$ cat src/design/ssr_map.vh
// Purpose: Register map and field constants of the status and error block.
// Assumes: Wishbone byte addresses, 32-bit data, one word per register.
// Notes:   Definitions only.
`ifndef SSR_MAP_VH
`define SSR_MAP_VH
// Register byte offsets.
`define SSR_A_CMD     8'h00
`define SSR_A_GRP     8'h10
`define SSR_A_GSTEP   8'h10
`define SSR_O_EVT     8'h00
`define SSR_O_EN      8'h04
`define SSR_O_COND    8'h08
`define SSR_A_QNEXT   8'h40
`define SSR_A_QEN     8'h44
`define SSR_A_QDIS    8'h48
`define SSR_A_SYSERR  8'h4C
`define SSR_A_SYS     8'h50
`define SSR_A_IRQST   8'h54
`define SSR_A_IRQCLR  8'h58
`define SSR_A_IRQEN   8'h5C
// Command register bits.
`define SSR_CMD_CLS   0
`define SSR_CMD_PRE   1
`define SSR_CMD_QCLR  2
// System register fields.
`define SSR_SYS_POS_L 0
`define SSR_SYS_POS_H 2
`define SSR_SYS_PROT  3
`define SSR_SYS_AZ    4
`define SSR_SYS_BOTH  5
`define SSR_SYS_CONT  6
`define SSR_SYS_DISP  7
// Power-on setup codes: 0 factory, 1 + slot for saved slots.
`define SSR_POS_FACT  3'h0
`define SSR_POS_SLOTS 3'h5
// Message layout: type in the top nibble.
`define SSR_MSG_W     16
`define SSR_TYPE_H    15
`define SSR_TYPE_L    12
`define SSR_Q_DEPTH   8
`define SSR_Q_AW      3
`define SSR_Q_VALID   31
// Interrupt status bits.
`define SSR_IRQ_QUEUED 0
`define SSR_IRQ_OVF    1
`define SSR_IRQ_STAT   2
`define SSR_IRQ_W      3
`endif

$ cat src/design/ssr_err_fifo.v
// Purpose: First-in first-out store for error messages.
// Assumes: Push, pop and clear are one-cycle pulses on the block clock.
// Notes:   A push into a full store is dropped and reported, unless a pop or a clear comes in the same cycle.
`include "ssr_map.vh"
module ssr_err_fifo (
  input  wire                 clk_i,
  input  wire                 rst_i,
  input  wire                 clr_i,
  input  wire                 push_i,
  input  wire [`SSR_MSG_W-1:0] wdat_i,
  input  wire                 pop_i,
  output wire [`SSR_MSG_W-1:0] rdat_o,
  output wire                 empty_o,
  output wire                 full_o,
  output wire                 ovf_o
);
  reg [`SSR_MSG_W-1:0] mem [0:`SSR_Q_DEPTH-1];
  reg [`SSR_Q_AW-1:0]  wp_q;
  reg [`SSR_Q_AW-1:0]  rp_q;
  reg [`SSR_Q_AW:0]    cnt_q;
  wire                 do_push;
  wire                 do_pop;

  assign empty_o = (cnt_q == 4'h0);
  assign full_o  = (cnt_q == `SSR_Q_DEPTH);
  assign do_pop  = pop_i & ~empty_o;
  // A pop frees a slot in the same cycle, so a full store can still take one.
  assign do_push = push_i & (~full_o | do_pop);
  assign ovf_o   = push_i & ~do_push & ~clr_i;
  assign rdat_o  = mem[rp_q];

  always @(posedge clk_i) begin
    if (do_push & ~clr_i) begin
      mem[wp_q] <= wdat_i;
    end
  end

  // Pointer and count update; clear discards everything held.
  always @(posedge clk_i) begin
    if (rst_i | clr_i) begin
      wp_q  <= 3'h0;
      rp_q  <= 3'h0;
      cnt_q <= 4'h0;
    end else begin
      if (do_push) wp_q <= wp_q + 3'h1;
      if (do_pop)  rp_q <= rp_q + 3'h1;
      cnt_q <= cnt_q + {3'h0, do_push} - {3'h0, do_pop};
    end
  end
endmodule // ssr_err_fifo

$ cat src/design/ssr_status_group.v
// Purpose: One status group: condition, event and enable registers.
// Assumes: Condition bits come from logic on the same clock.
// Notes:   Events latch on a rising condition bit.
`include "ssr_map.vh"
module ssr_status_group (
  input  wire        clk_i,
  input  wire        rst_i,
  input  wire [15:0] cond_i,
  input  wire        clr_evt_i,
  input  wire        clr_en_i,
  input  wire        en_we_i,
  input  wire [15:0] en_mask_i,
  input  wire [15:0] en_wdat_i,
  output reg  [15:0] evt_o,
  output reg  [15:0] en_o,
  output wire        sum_o
);
  reg [15:0] cond_q;

  // Rising edge latch; a new edge beats a clear in the same cycle.
  always @(posedge clk_i) begin
    if (rst_i) begin
      cond_q <= 16'h0000;
      evt_o  <= 16'h0000;
      en_o   <= 16'h0000;
    end else begin
      cond_q <= cond_i;
      evt_o  <= (clr_evt_i ? 16'h0000 : evt_o) | (cond_i & ~cond_q);
      if (clr_en_i) begin
        en_o <= 16'h0000;
      end else if (en_we_i) begin
        en_o <= (en_o & ~en_mask_i) | (en_wdat_i & en_mask_i);
      end
    end
  end

  // Summary is high while an enabled event is latched.
  assign sum_o = |(evt_o & en_o);
endmodule // ssr_status_group

$ cat src/design/ssr_status_top.v
// Purpose: Status groups, filtered error queue and system options.
// Assumes: One clock; classic Wishbone slave; rst_i is the power-up reset.
// Notes:   Commands are write pulses into the command register.
`include "ssr_map.vh"
module ssr_status_top #(
  parameter [2:0] SLOT_COUNT = `SSR_POS_SLOTS
) (
  input  wire        clk_i,
  input  wire        rst_i,
  // Wishbone slave.
  input  wire        wb_cyc_i,
  input  wire        wb_stb_i,
  input  wire        wb_we_i,
  input  wire [7:0]  wb_adr_i,
  input  wire [3:0]  wb_sel_i,
  input  wire [31:0] wb_dat_i,
  output reg  [31:0] wb_dat_o,
  output reg         wb_ack_o,
  // Status conditions from the instrument.
  input  wire [15:0] meas_cond_i,
  input  wire [15:0] oper_cond_i,
  input  wire [15:0] ques_cond_i,
  // Error messages from the instrument.
  input  wire        err_valid_i,
  input  wire [15:0] err_msg_i,
  // Talk addressing.
  input  wire        talk_i,
  input  wire        active_chan_i,
  output reg         trig_ch1_o,
  output reg         trig_ch2_o,
  // System options and interrupt request.
  output wire [2:0]  power_on_setup_select_o,
  output wire        protocol_select_o,
  output wire        auto_zero_enable_o,
  output wire        cont_trig_o,
  output wire        display_on_o,
  output wire        irq_o
);

  ////////////////////////////////////////////////////////////////////////////
  // Bus decode.

  wire        req;
  wire        wr;
  wire        rd;
  wire [31:0] wmask;
  reg  [31:0] rdat_d;

  // A request counts once: the cycle in which ack is still low.
  assign req   = wb_cyc_i & wb_stb_i & ~wb_ack_o;
  assign wr    = req & wb_we_i;
  assign rd    = req & ~wb_we_i;
  assign wmask = {{8{wb_sel_i[3]}}, {8{wb_sel_i[2]}},
                  {8{wb_sel_i[1]}}, {8{wb_sel_i[0]}}};

  // Command pulses; only writes with the low byte lane count.
  wire cmd_wr = wr & (wb_adr_i == `SSR_A_CMD) & wb_sel_i[0];
  wire cls    = cmd_wr & wb_dat_i[`SSR_CMD_CLS];
  wire preset = cmd_wr & wb_dat_i[`SSR_CMD_PRE];
  wire qclr   = cmd_wr & wb_dat_i[`SSR_CMD_QCLR];
  // reset command ignored
  // The common reset command is handled elsewhere and has no path into
  // this block, so none of its state can be disturbed by it.

  ////////////////////////////////////////////////////////////////////////////
  // Status groups: measurement, operation, questionable.

  wire [47:0] cond_all;
  wire [47:0] evt_all;
  wire [47:0] en_all;
  wire [2:0]  sum_all;

  assign cond_all = {ques_cond_i, oper_cond_i, meas_cond_i};

  genvar g;
  generate
    for (g = 0; g < 3; g = g + 1) begin : grp
      // Group base address, cut on purpose to the bus address width.
      wire [31:0] base_w = `SSR_A_GRP + g * `SSR_A_GSTEP;
      wire [7:0]  base   = base_w[7:0];
      wire en_we = wr & (wb_adr_i == base + `SSR_O_EN);
      ssr_status_group u_grp (
        .clk_i     (clk_i),
        .rst_i     (rst_i),
        .cond_i    (cond_all[g*16 +: 16]),
        .clr_evt_i (cls),
        .clr_en_i  (preset),
        .en_we_i   (en_we),
        .en_mask_i (wmask[15:0]),
        .en_wdat_i (wb_dat_i[15:0]),
        .evt_o     (evt_all[g*16 +: 16]),
        .en_o      (en_all[g*16 +: 16]),
        .sum_o     (sum_all[g])
      );
    end
  endgenerate

  ////////////////////////////////////////////////////////////////////////////
  // Error queue and message type filter.

  reg  [15:0] qen_q;
  reg  [15:0] qdis_q;
  wire [15:0] q_rdat;
  wire        q_empty;
  wire        q_full;
  wire        q_ovf;
  wire        q_pop;
  wire        q_push;
  wire [3:0]  msg_type;

  assign msg_type = err_msg_i[`SSR_TYPE_H:`SSR_TYPE_L];

  // type filter
  // The disabled list wins when a type sits on both lists.
  assign q_push = err_valid_i & qen_q[msg_type] & ~qdis_q[msg_type];

  // read removes
  // Both read ports pop, so a read returns an entry exactly once.
  assign q_pop = rd & ((wb_adr_i == `SSR_A_QNEXT) |
                       (wb_adr_i == `SSR_A_SYSERR));

  ssr_err_fifo u_fifo (
    .clk_i   (clk_i),
    .rst_i   (rst_i),
    .clr_i   (cls | qclr),
    .push_i  (q_push),
    .wdat_i  (err_msg_i),
    .pop_i   (q_pop),
    .rdat_o  (q_rdat),
    .empty_o (q_empty),
    .full_o  (q_full),
    .ovf_o   (q_ovf)
  );

  // lists power-up only
  // Neither clear-status nor preset touches the lists.
  always @(posedge clk_i) begin
    if (rst_i) begin
      qen_q  <= 16'h0000;
      qdis_q <= 16'h0000;
    end else begin
      if (wr & (wb_adr_i == `SSR_A_QEN)) begin
        qen_q <= (qen_q & ~wmask[15:0]) | (wb_dat_i[15:0] & wmask[15:0]);
      end
      if (wr & (wb_adr_i == `SSR_A_QDIS)) begin
        qdis_q <= (qdis_q & ~wmask[15:0]) | (wb_dat_i[15:0] & wmask[15:0]);
      end
    end
  end

  ////////////////////////////////////////////////////////////////////////////
  // System options.

  reg [2:0] pos_q;
  reg       prot_q;
  reg       az_q;
  reg       both_q;
  reg       cont_q;
  reg       disp_q;
  wire      sys_wr;
  wire [2:0] pos_w;

  assign sys_wr = wr & (wb_adr_i == `SSR_A_SYS) & wb_sel_i[0];
  assign pos_w  = wb_dat_i[`SSR_SYS_POS_H:`SSR_SYS_POS_L];

  // auto zero default on
  // A setup code past the last fitted slot is refused and the old one kept.
  always @(posedge clk_i) begin
    if (rst_i) begin
      pos_q  <= `SSR_POS_FACT;
      prot_q <= 1'b1;
      az_q   <= 1'b1;
      both_q <= 1'b0;
      cont_q <= 1'b0;
    end else if (sys_wr) begin
      if (pos_w <= SLOT_COUNT) begin
        pos_q <= pos_w;
      end
      prot_q <= wb_dat_i[`SSR_SYS_PROT];
      az_q   <= wb_dat_i[`SSR_SYS_AZ];
      both_q <= wb_dat_i[`SSR_SYS_BOTH];
      cont_q <= wb_dat_i[`SSR_SYS_CONT];
    end
  end

  // display follows mode
  // Only a change of the mode moves the display, so the display stays
  // where it is when the same mode value is written again.
  always @(posedge clk_i) begin
    if (rst_i) begin
      disp_q <= 1'b1;
    end else if (sys_wr & (wb_dat_i[`SSR_SYS_CONT] != cont_q)) begin
      disp_q <= ~wb_dat_i[`SSR_SYS_CONT];
    end
  end

  assign power_on_setup_select_o = pos_q;
  assign protocol_select_o       = prot_q;
  assign auto_zero_enable_o      = az_q;
  assign cont_trig_o             = cont_q;
  assign display_on_o            = disp_q;

  ////////////////////////////////////////////////////////////////////////////
  // Trigger on talk.

  // talk triggers
  // Channel one is selected when active_chan_i is low.
  always @(posedge clk_i) begin
    if (rst_i) begin
      trig_ch1_o <= 1'b0;
      trig_ch2_o <= 1'b0;
    end else begin
      trig_ch1_o <= talk_i & (both_q | ~active_chan_i);
      trig_ch2_o <= talk_i & (both_q | active_chan_i);
    end
  end

  ////////////////////////////////////////////////////////////////////////////
  // Interrupt status, enable and clear.

  reg  [`SSR_IRQ_W-1:0] irq_st_q;
  reg  [`SSR_IRQ_W-1:0] irq_en_q;
  reg                   sum_q;
  wire [`SSR_IRQ_W-1:0] irq_set;
  wire [`SSR_IRQ_W-1:0] irq_clr;
  wire                  sum_any;

  assign sum_any = |sum_all;

  // Queued message, dropped push, and a new enabled status summary.
  assign irq_set = {sum_any & ~sum_q, q_ovf, q_push & (~q_full | q_pop)};
  assign irq_clr = (wr & (wb_adr_i == `SSR_A_IRQCLR) & wb_sel_i[0]) ?
                   wb_dat_i[`SSR_IRQ_W-1:0] : 3'h0;

  // A set in the same cycle as its clear wins, so no event is lost.
  always @(posedge clk_i) begin
    if (rst_i) begin
      irq_st_q <= 3'h0;
      irq_en_q <= 3'h0;
      sum_q    <= 1'b0;
    end else begin
      sum_q    <= sum_any;
      irq_st_q <= (irq_st_q & ~irq_clr) | irq_set;
      if (wr & (wb_adr_i == `SSR_A_IRQEN) & wb_sel_i[0]) begin
        irq_en_q <= wb_dat_i[`SSR_IRQ_W-1:0];
      end
    end
  end

  assign irq_o = |(irq_st_q & irq_en_q);

  ////////////////////////////////////////////////////////////////////////////
  // Read mux.

  // Group registers are found by offset within a sixteen byte stride.
  wire [7:0] goff = wb_adr_i - `SSR_A_GRP;
  wire [1:0] gsel = goff[5:4];
  wire [3:0] greg = goff[3:0];
  wire       g_hit = (wb_adr_i >= `SSR_A_GRP) & (wb_adr_i < `SSR_A_QNEXT);

  always @* begin
    rdat_d = 32'h0000_0000;
    if (g_hit & (gsel != 2'h3)) begin
      if (greg == `SSR_O_EVT) begin
        rdat_d[15:0] = evt_all[gsel*16 +: 16];
      end else if (greg == `SSR_O_EN) begin
        rdat_d[15:0] = en_all[gsel*16 +: 16];
      end else if (greg == `SSR_O_COND) begin
        rdat_d[15:0] = cond_all[gsel*16 +: 16];
      end
    end else if ((wb_adr_i == `SSR_A_QNEXT) | (wb_adr_i == `SSR_A_SYSERR)) begin
      // Valid flag low means the queue had nothing to give.
      rdat_d[`SSR_Q_VALID] = ~q_empty;
      rdat_d[15:0]         = q_empty ? 16'h0000 : q_rdat;
    end else if (wb_adr_i == `SSR_A_QEN) begin
      rdat_d[15:0] = qen_q;
    end else if (wb_adr_i == `SSR_A_QDIS) begin
      rdat_d[15:0] = qdis_q;
    end else if (wb_adr_i == `SSR_A_SYS) begin
      rdat_d[`SSR_SYS_POS_H:`SSR_SYS_POS_L] = pos_q;
      rdat_d[`SSR_SYS_PROT] = prot_q;
      rdat_d[`SSR_SYS_AZ]   = az_q;
      rdat_d[`SSR_SYS_BOTH] = both_q;
      rdat_d[`SSR_SYS_CONT] = cont_q;
      rdat_d[`SSR_SYS_DISP] = disp_q;
    end else if (wb_adr_i == `SSR_A_IRQST) begin
      rdat_d[`SSR_IRQ_W-1:0] = irq_st_q;
    end else if (wb_adr_i == `SSR_A_IRQEN) begin
      rdat_d[`SSR_IRQ_W-1:0] = irq_en_q;
    end
  end

  ////////////////////////////////////////////////////////////////////////////
  // Acknowledge.

  // Every address is answered one cycle after the request; unmapped ones
  // read zero and ignore writes, so a stray access never hangs the bus.
  always @(posedge clk_i) begin
    if (rst_i) begin
      wb_ack_o <= 1'b0;
      wb_dat_o <= 32'h0000_0000;
    end else begin
      wb_ack_o <= req;
      if (rd) begin
        wb_dat_o <= rdat_d;
      end
    end
  end

endmodule // ssr_status_top

$ cat config.mk
export PLATFORM = sky130hd
export DESIGN_NAME = ssr_status_top
export DESIGN_NICKNAME = d
export VERILOG_FILES = /design/src/design/ssr_err_fifo.v /design/src/design/ssr_status_group.v /design/src/design/ssr_status_top.v
export VERILOG_INCLUDE_DIRS = /design/src /design/src/design
export SDC_FILE = /design/constraint.sdc
export NUM_CORES = 1
export LEC_CHECK = 0
export ABC_CLOCK_PERIOD_IN_PS = 4720
export BUFFER_PORTS_ARGS = -buffer_cell sky130_fd_sc_hd__buf_2
export CORE_MARGIN = 5
export CORE_UTILIZATION = 63
export DETAILED_ROUTE_END_ITERATION = 12
export PLACE_DENSITY_LB_ADDON = 0.3
export RECOVER_POWER = 25
export SETUP_SLACK_MARGIN = 0.3
export SLEW_MARGIN = 15
export SYNTH_ARGS = -nofsm -noshare
export SYNTH_HDL_FRONTEND = slang
export SYNTH_SLANG_ARGS = --single-unit
$ cat constraint.sdc
create_clock -name clk_i -period 4.72 [get_ports clk_i]
set_input_delay 0.236 -clock clk_i [delete_from_list [all_inputs] [get_ports clk_i]]
set_output_delay 0.236 -clock clk_i [all_outputs]
set_load 0.01 [all_outputs]
==> summary.txt <==
Finish
  – Number of inserted diodes: 0
  – Count of nets after finishing: 1541
  – Count of non-filler cells in the finished layout: 1753
  – Cell area after layout: 17190 µm²
  – Layout cells sized above 1: 16.95%
  – Final core area utilization: 73.45%
  – Count of filler cells inserted in the layout: 1647
  – Synthesis-to-layout area growth: 14.90%

Hold path
  – Cell depth of the worst min-delay path: 2
  – Worst min-delay path startpoint: meas_cond_i[13]
  – Type of the tightest min-delay check: in2reg
  – Hold path endpoint: grp[0].u_grp.cond_q[13]$_SDFF_PP0_

Setup path
  – Startpoint kind of the worst setup timing path: flip-flop
  – Worst R2R Start: u_fifo.cnt_q[2]$_SDFF_PP0_
  – Library cell contributing the largest single delay on the critical path: sky130_fd_sc_hd__a2111o_1
  – Count of cells along the worst register-to-register path: 11
  – Critical-path maximum fanout: 17
  – Critical path data arrival time: 3.38 ns
  – Crit-path leading delay family: adder cells
  – Cell chain of the critical path: inv_1, ha_1, a2111o_1, nor2_2, ha_1, inv_1, ha_1, inv_1, fa_1, xor2_1, nor2_1
  – R2r setup slk: 1.74 ns
  – Required @ worst endpoint: 5.11 ns
  – End of the worst register-to-register path: u_fifo.cnt_q[2]$_SDFF_PP0_
  – CP endpoint kind: flip-flop
  – Buf+Inv Stages, Crit Path: 3
  – Delay contributed by the slowest stage of the critical path: 0.66 ns
  – Crit Path Category: reg2reg

Floorplan
  – Die Wd: 164.1 µm
  – I/O pin total: 159
  – Die Footprint: 26930 µm²
  – Initial cell density of the core: 63.93%
  – Die Span Y: 164.1 µm
  – Number of standard-cell rows in the floorplan: 56
  – Placeable core area: 23400 µm²

Power and ir drop
  – Leakage power of the design: 6.995 nW
  – Switch share: 22.83%
  – Power Internal: 5.032 mW
  – Gate power share: 7.5%
  – Power per cell area: 379.3 nW/µm²
  – Psw: 1.489 mW
  – Clock network power share: 41.9%
  – Maximum resistive drop on vdd: 0.3174 mV
  – Share of power burned in registers: 50.6%

CTS
  – Number of H-tree branching levels: 2
  – Later-pin clock latency in the skew report: 0.52 ns
  – Number of buffers created by CTS: 36
  – Post-CTS Repair Setup Buffers: 0
  – CTS tree: yes
  – Number of gates resized after CTS: 0
  – CTS sink count: 352
  – Hold Buf Count CTS: 22
  – Maximum buffer depth of the clock tree: 3
  – Clock Root Buffer: sky130_fd_sc_hd__clkbuf_16
  – Reg clk slew, reported paths: 0.06 ns

Timing
  – Worst clock skew: 0.02186 ns
  – Count of final hold-check violations: 0
  – Worst Hold Margin: 0.005884 ns
  – Unrepaired setup endpoints after global routing: false
  – Slew @ Worst Pin: 1.125 ns
  – Period Utilization, post-route: 63.23%
  – Final-layout setup total negative slack: 0 ns
  – Minimum clock period: 2.984 ns
  – Count of pins over their slew limit: 0
  – Worst slew margin: 25.00%
  – Setup Viol. Count Final: 0
  – Highest attainable clock frequency: 0.3351 GHz

Job
  – # Max-Cap Violations: 0

Routing
  – First DRT Iteration DRCs: 1111
  – DR DRC count: 0
  – Number of nets still failing antenna checks after routing: 0
  – Final wirelength: 39.66 mm
  – Via Count: 10990
  – Routed via count divided by cell count: 6.270
  – Iteration count of the initial detailed-routing pass: 6
  – Per-cell routed wire length: 22.62 µm

Synth
  – Dominant cell type by area after synthesis: sky130_fd_sc_hd__dfxtp_1
  – Syn Inst Count: 1273
  – Number of library cell types mapped by synthesis: 74
  – Post-synthesis area per instance: 11.75 µm²
  – Synthesis Warnings: 0
  – Share of synthesized flip-flops with an asynchronous set or reset: 0%
  – Most frequent cell after synthesis: sky130_fd_sc_hd__dfxtp_1
  – Flop and latch count out of synthesis: 352
  – EDFF count, synth: 128
  – Primary flip-flop cell chosen by synthesis mapping: sky130_fd_sc_hd__dfxtp_1
  – Leading post-synthesis cells by instance count: sky130_fd_sc_hd__dfxtp_1 (224), sky130_fd_sc_hd__mux2i_1 (151), sky130_fd_sc_hd__nor2_1 (147), sky130_fd_sc_hd__edfxtp_1 (128), sky130_fd_sc_hd__inv_1 (64)
  – Synth area leaders: sky130_fd_sc_hd__dfxtp_1 (30%), sky130_fd_sc_hd__edfxtp_1 (26%), sky130_fd_sc_hd__mux2i_1 (10%), sky130_fd_sc_hd__mux4_2 (4.8%), sky130_fd_sc_hd__nor2_1 (3.7%)
  – Sequential fraction of the synthesis area: 55.67%
  – Post-Synthesis Cell Area: 14960 µm²
  – Area share of the leading cell type in the synthesized netlist: 29.97%

Global route
  – Via count of the first global-routing pass: 10820
  – Overall routing resource usage: 29.14%
  – Antenna violations before repair: 0
  – Pin count of the biggest net entering global routing: 92
  – Global-route wire length before repair: 60.86 mm
  – Global-route congestion overflow total: 0

Placed design
  – Area post-placement: 15870 µm²
  – Total placed cells including tap cells: 1670
  – Number of buffers added on ports: 125
  – Last weighted congestion value of the routability-driven placer: 0.9362
  – HPWL after DPL: 26.40 mm

Run status
  – Outcome: finished clean
## worst max path at each step
stage          cells after the start                          to                        from  slack (ns)
2_1_floorplan                      8  u_fifo.mem[3][0]$_DFFE_PP_                 wb_adr_i[4]        1.50
3_3_place_gp                      13  u_fifo.cnt_q[2]$_SDFF_PP0_                 wb_adr_i[4]        1.57
3_5_place_dp                      13  u_fifo.cnt_q[2]$_SDFF_PP0_                 wb_adr_i[4]        1.52
4_1_cts                            6    wb_dat_o[1]$_SDFFE_PP0N_                   flip-flop        1.74
5_1_grt                            6    wb_dat_o[6]$_SDFFE_PP0N_                   flip-flop        1.49
6_report                          11  u_fifo.cnt_q[2]$_SDFF_PP0_  u_fifo.cnt_q[2]$_SDFF_PP0_        1.74
## cell type report
| type | count | area [µm²] | share of cell area (%) |
|---|---|---|---|
| Timing Repair Buffer | 175 | 1049 | 6.099 |
| Tap cell | 319 | 399.1 | 2.322 |
| Sequential cell | 352 | 8328 | 48.45 |
| Clock inverter | 16 | 126.4 | 0.7351 |
| Clock buffer | 45 | 996.0 | 5.794 |
| Multi-Input combinational cell | 782 | 6052 | 35.21 |
| Inverter | 64 | 240.2 | 1.397 |
## logic make-up (layout without fill, tap and decap cells)
group | after synthesis | in the layout | share of synthesized area [%]
flip-flops | 352 | 352 | 55.67
multiplexers | 186 | 186 | 15.15
XOR/XNOR | 6 | 6 | 0.3513
other | 1 | 15 | 0.02507
adder cells (fa/ha/maj) | 14 | 14 | 1.221
AO/OA/AOI/OAI | 251 | 251 | 12.64
buffers and inverters | 153 | 300 | 4.424
AND/OR/NAND/NOR | 310 | 310 | 10.53
## stage by stage
step                      setup slack, ns  power (mW)
final                               1.736       6.521
after global routing                1.487       6.740
after CTS                           1.738       6.543
after detailed placement            1.521       3.829
after global placement              1.569       3.816
after floorplan                     1.499       3.637
## cell usage in the layout (no fill, tap or decap), types with 46 or more instances in the layout
cell,count
sky130_fd_sc_hd__nor2_1,147
sky130_fd_sc_hd__nor2b_1,51
sky130_fd_sc_hd__edfxtp_1,128
sky130_fd_sc_hd__inv_1,64
sky130_fd_sc_hd__a22oi_1,49
sky130_fd_sc_hd__dfxtp_1,224
sky130_fd_sc_hd__buf_2,109
sky130_fd_sc_hd__nand2_1,46
sky130_fd_sc_hd__a22o_1,59
sky130_fd_sc_hd__mux2i_1,151
## routing by layer
metal | up-vias | global-route usage [%] | wire length [µm]
li1 | 4936 | - | -
met1 | 5365 | 36.82 | 15210
met2 | 569 | 49.14 | 19540
met3 | 121 | 5.245 | 3186
met4 | 0 | 13.11 | 1727
met5 | - | 0 | 0
## power groups by stage
stage	registers, mW	logic [mW]	clock network, mW
2_1_floorplan	3.34	0.296	0
3_3_place_gp	3.36	0.456	0
3_5_place_dp	3.36	0.466	0
4_1_cts	3.30	0.485	2.76
5_1_grt	3.31	0.527	2.91
6_report	3.30	0.490	2.73
Power figures use the tool's default switching activity.
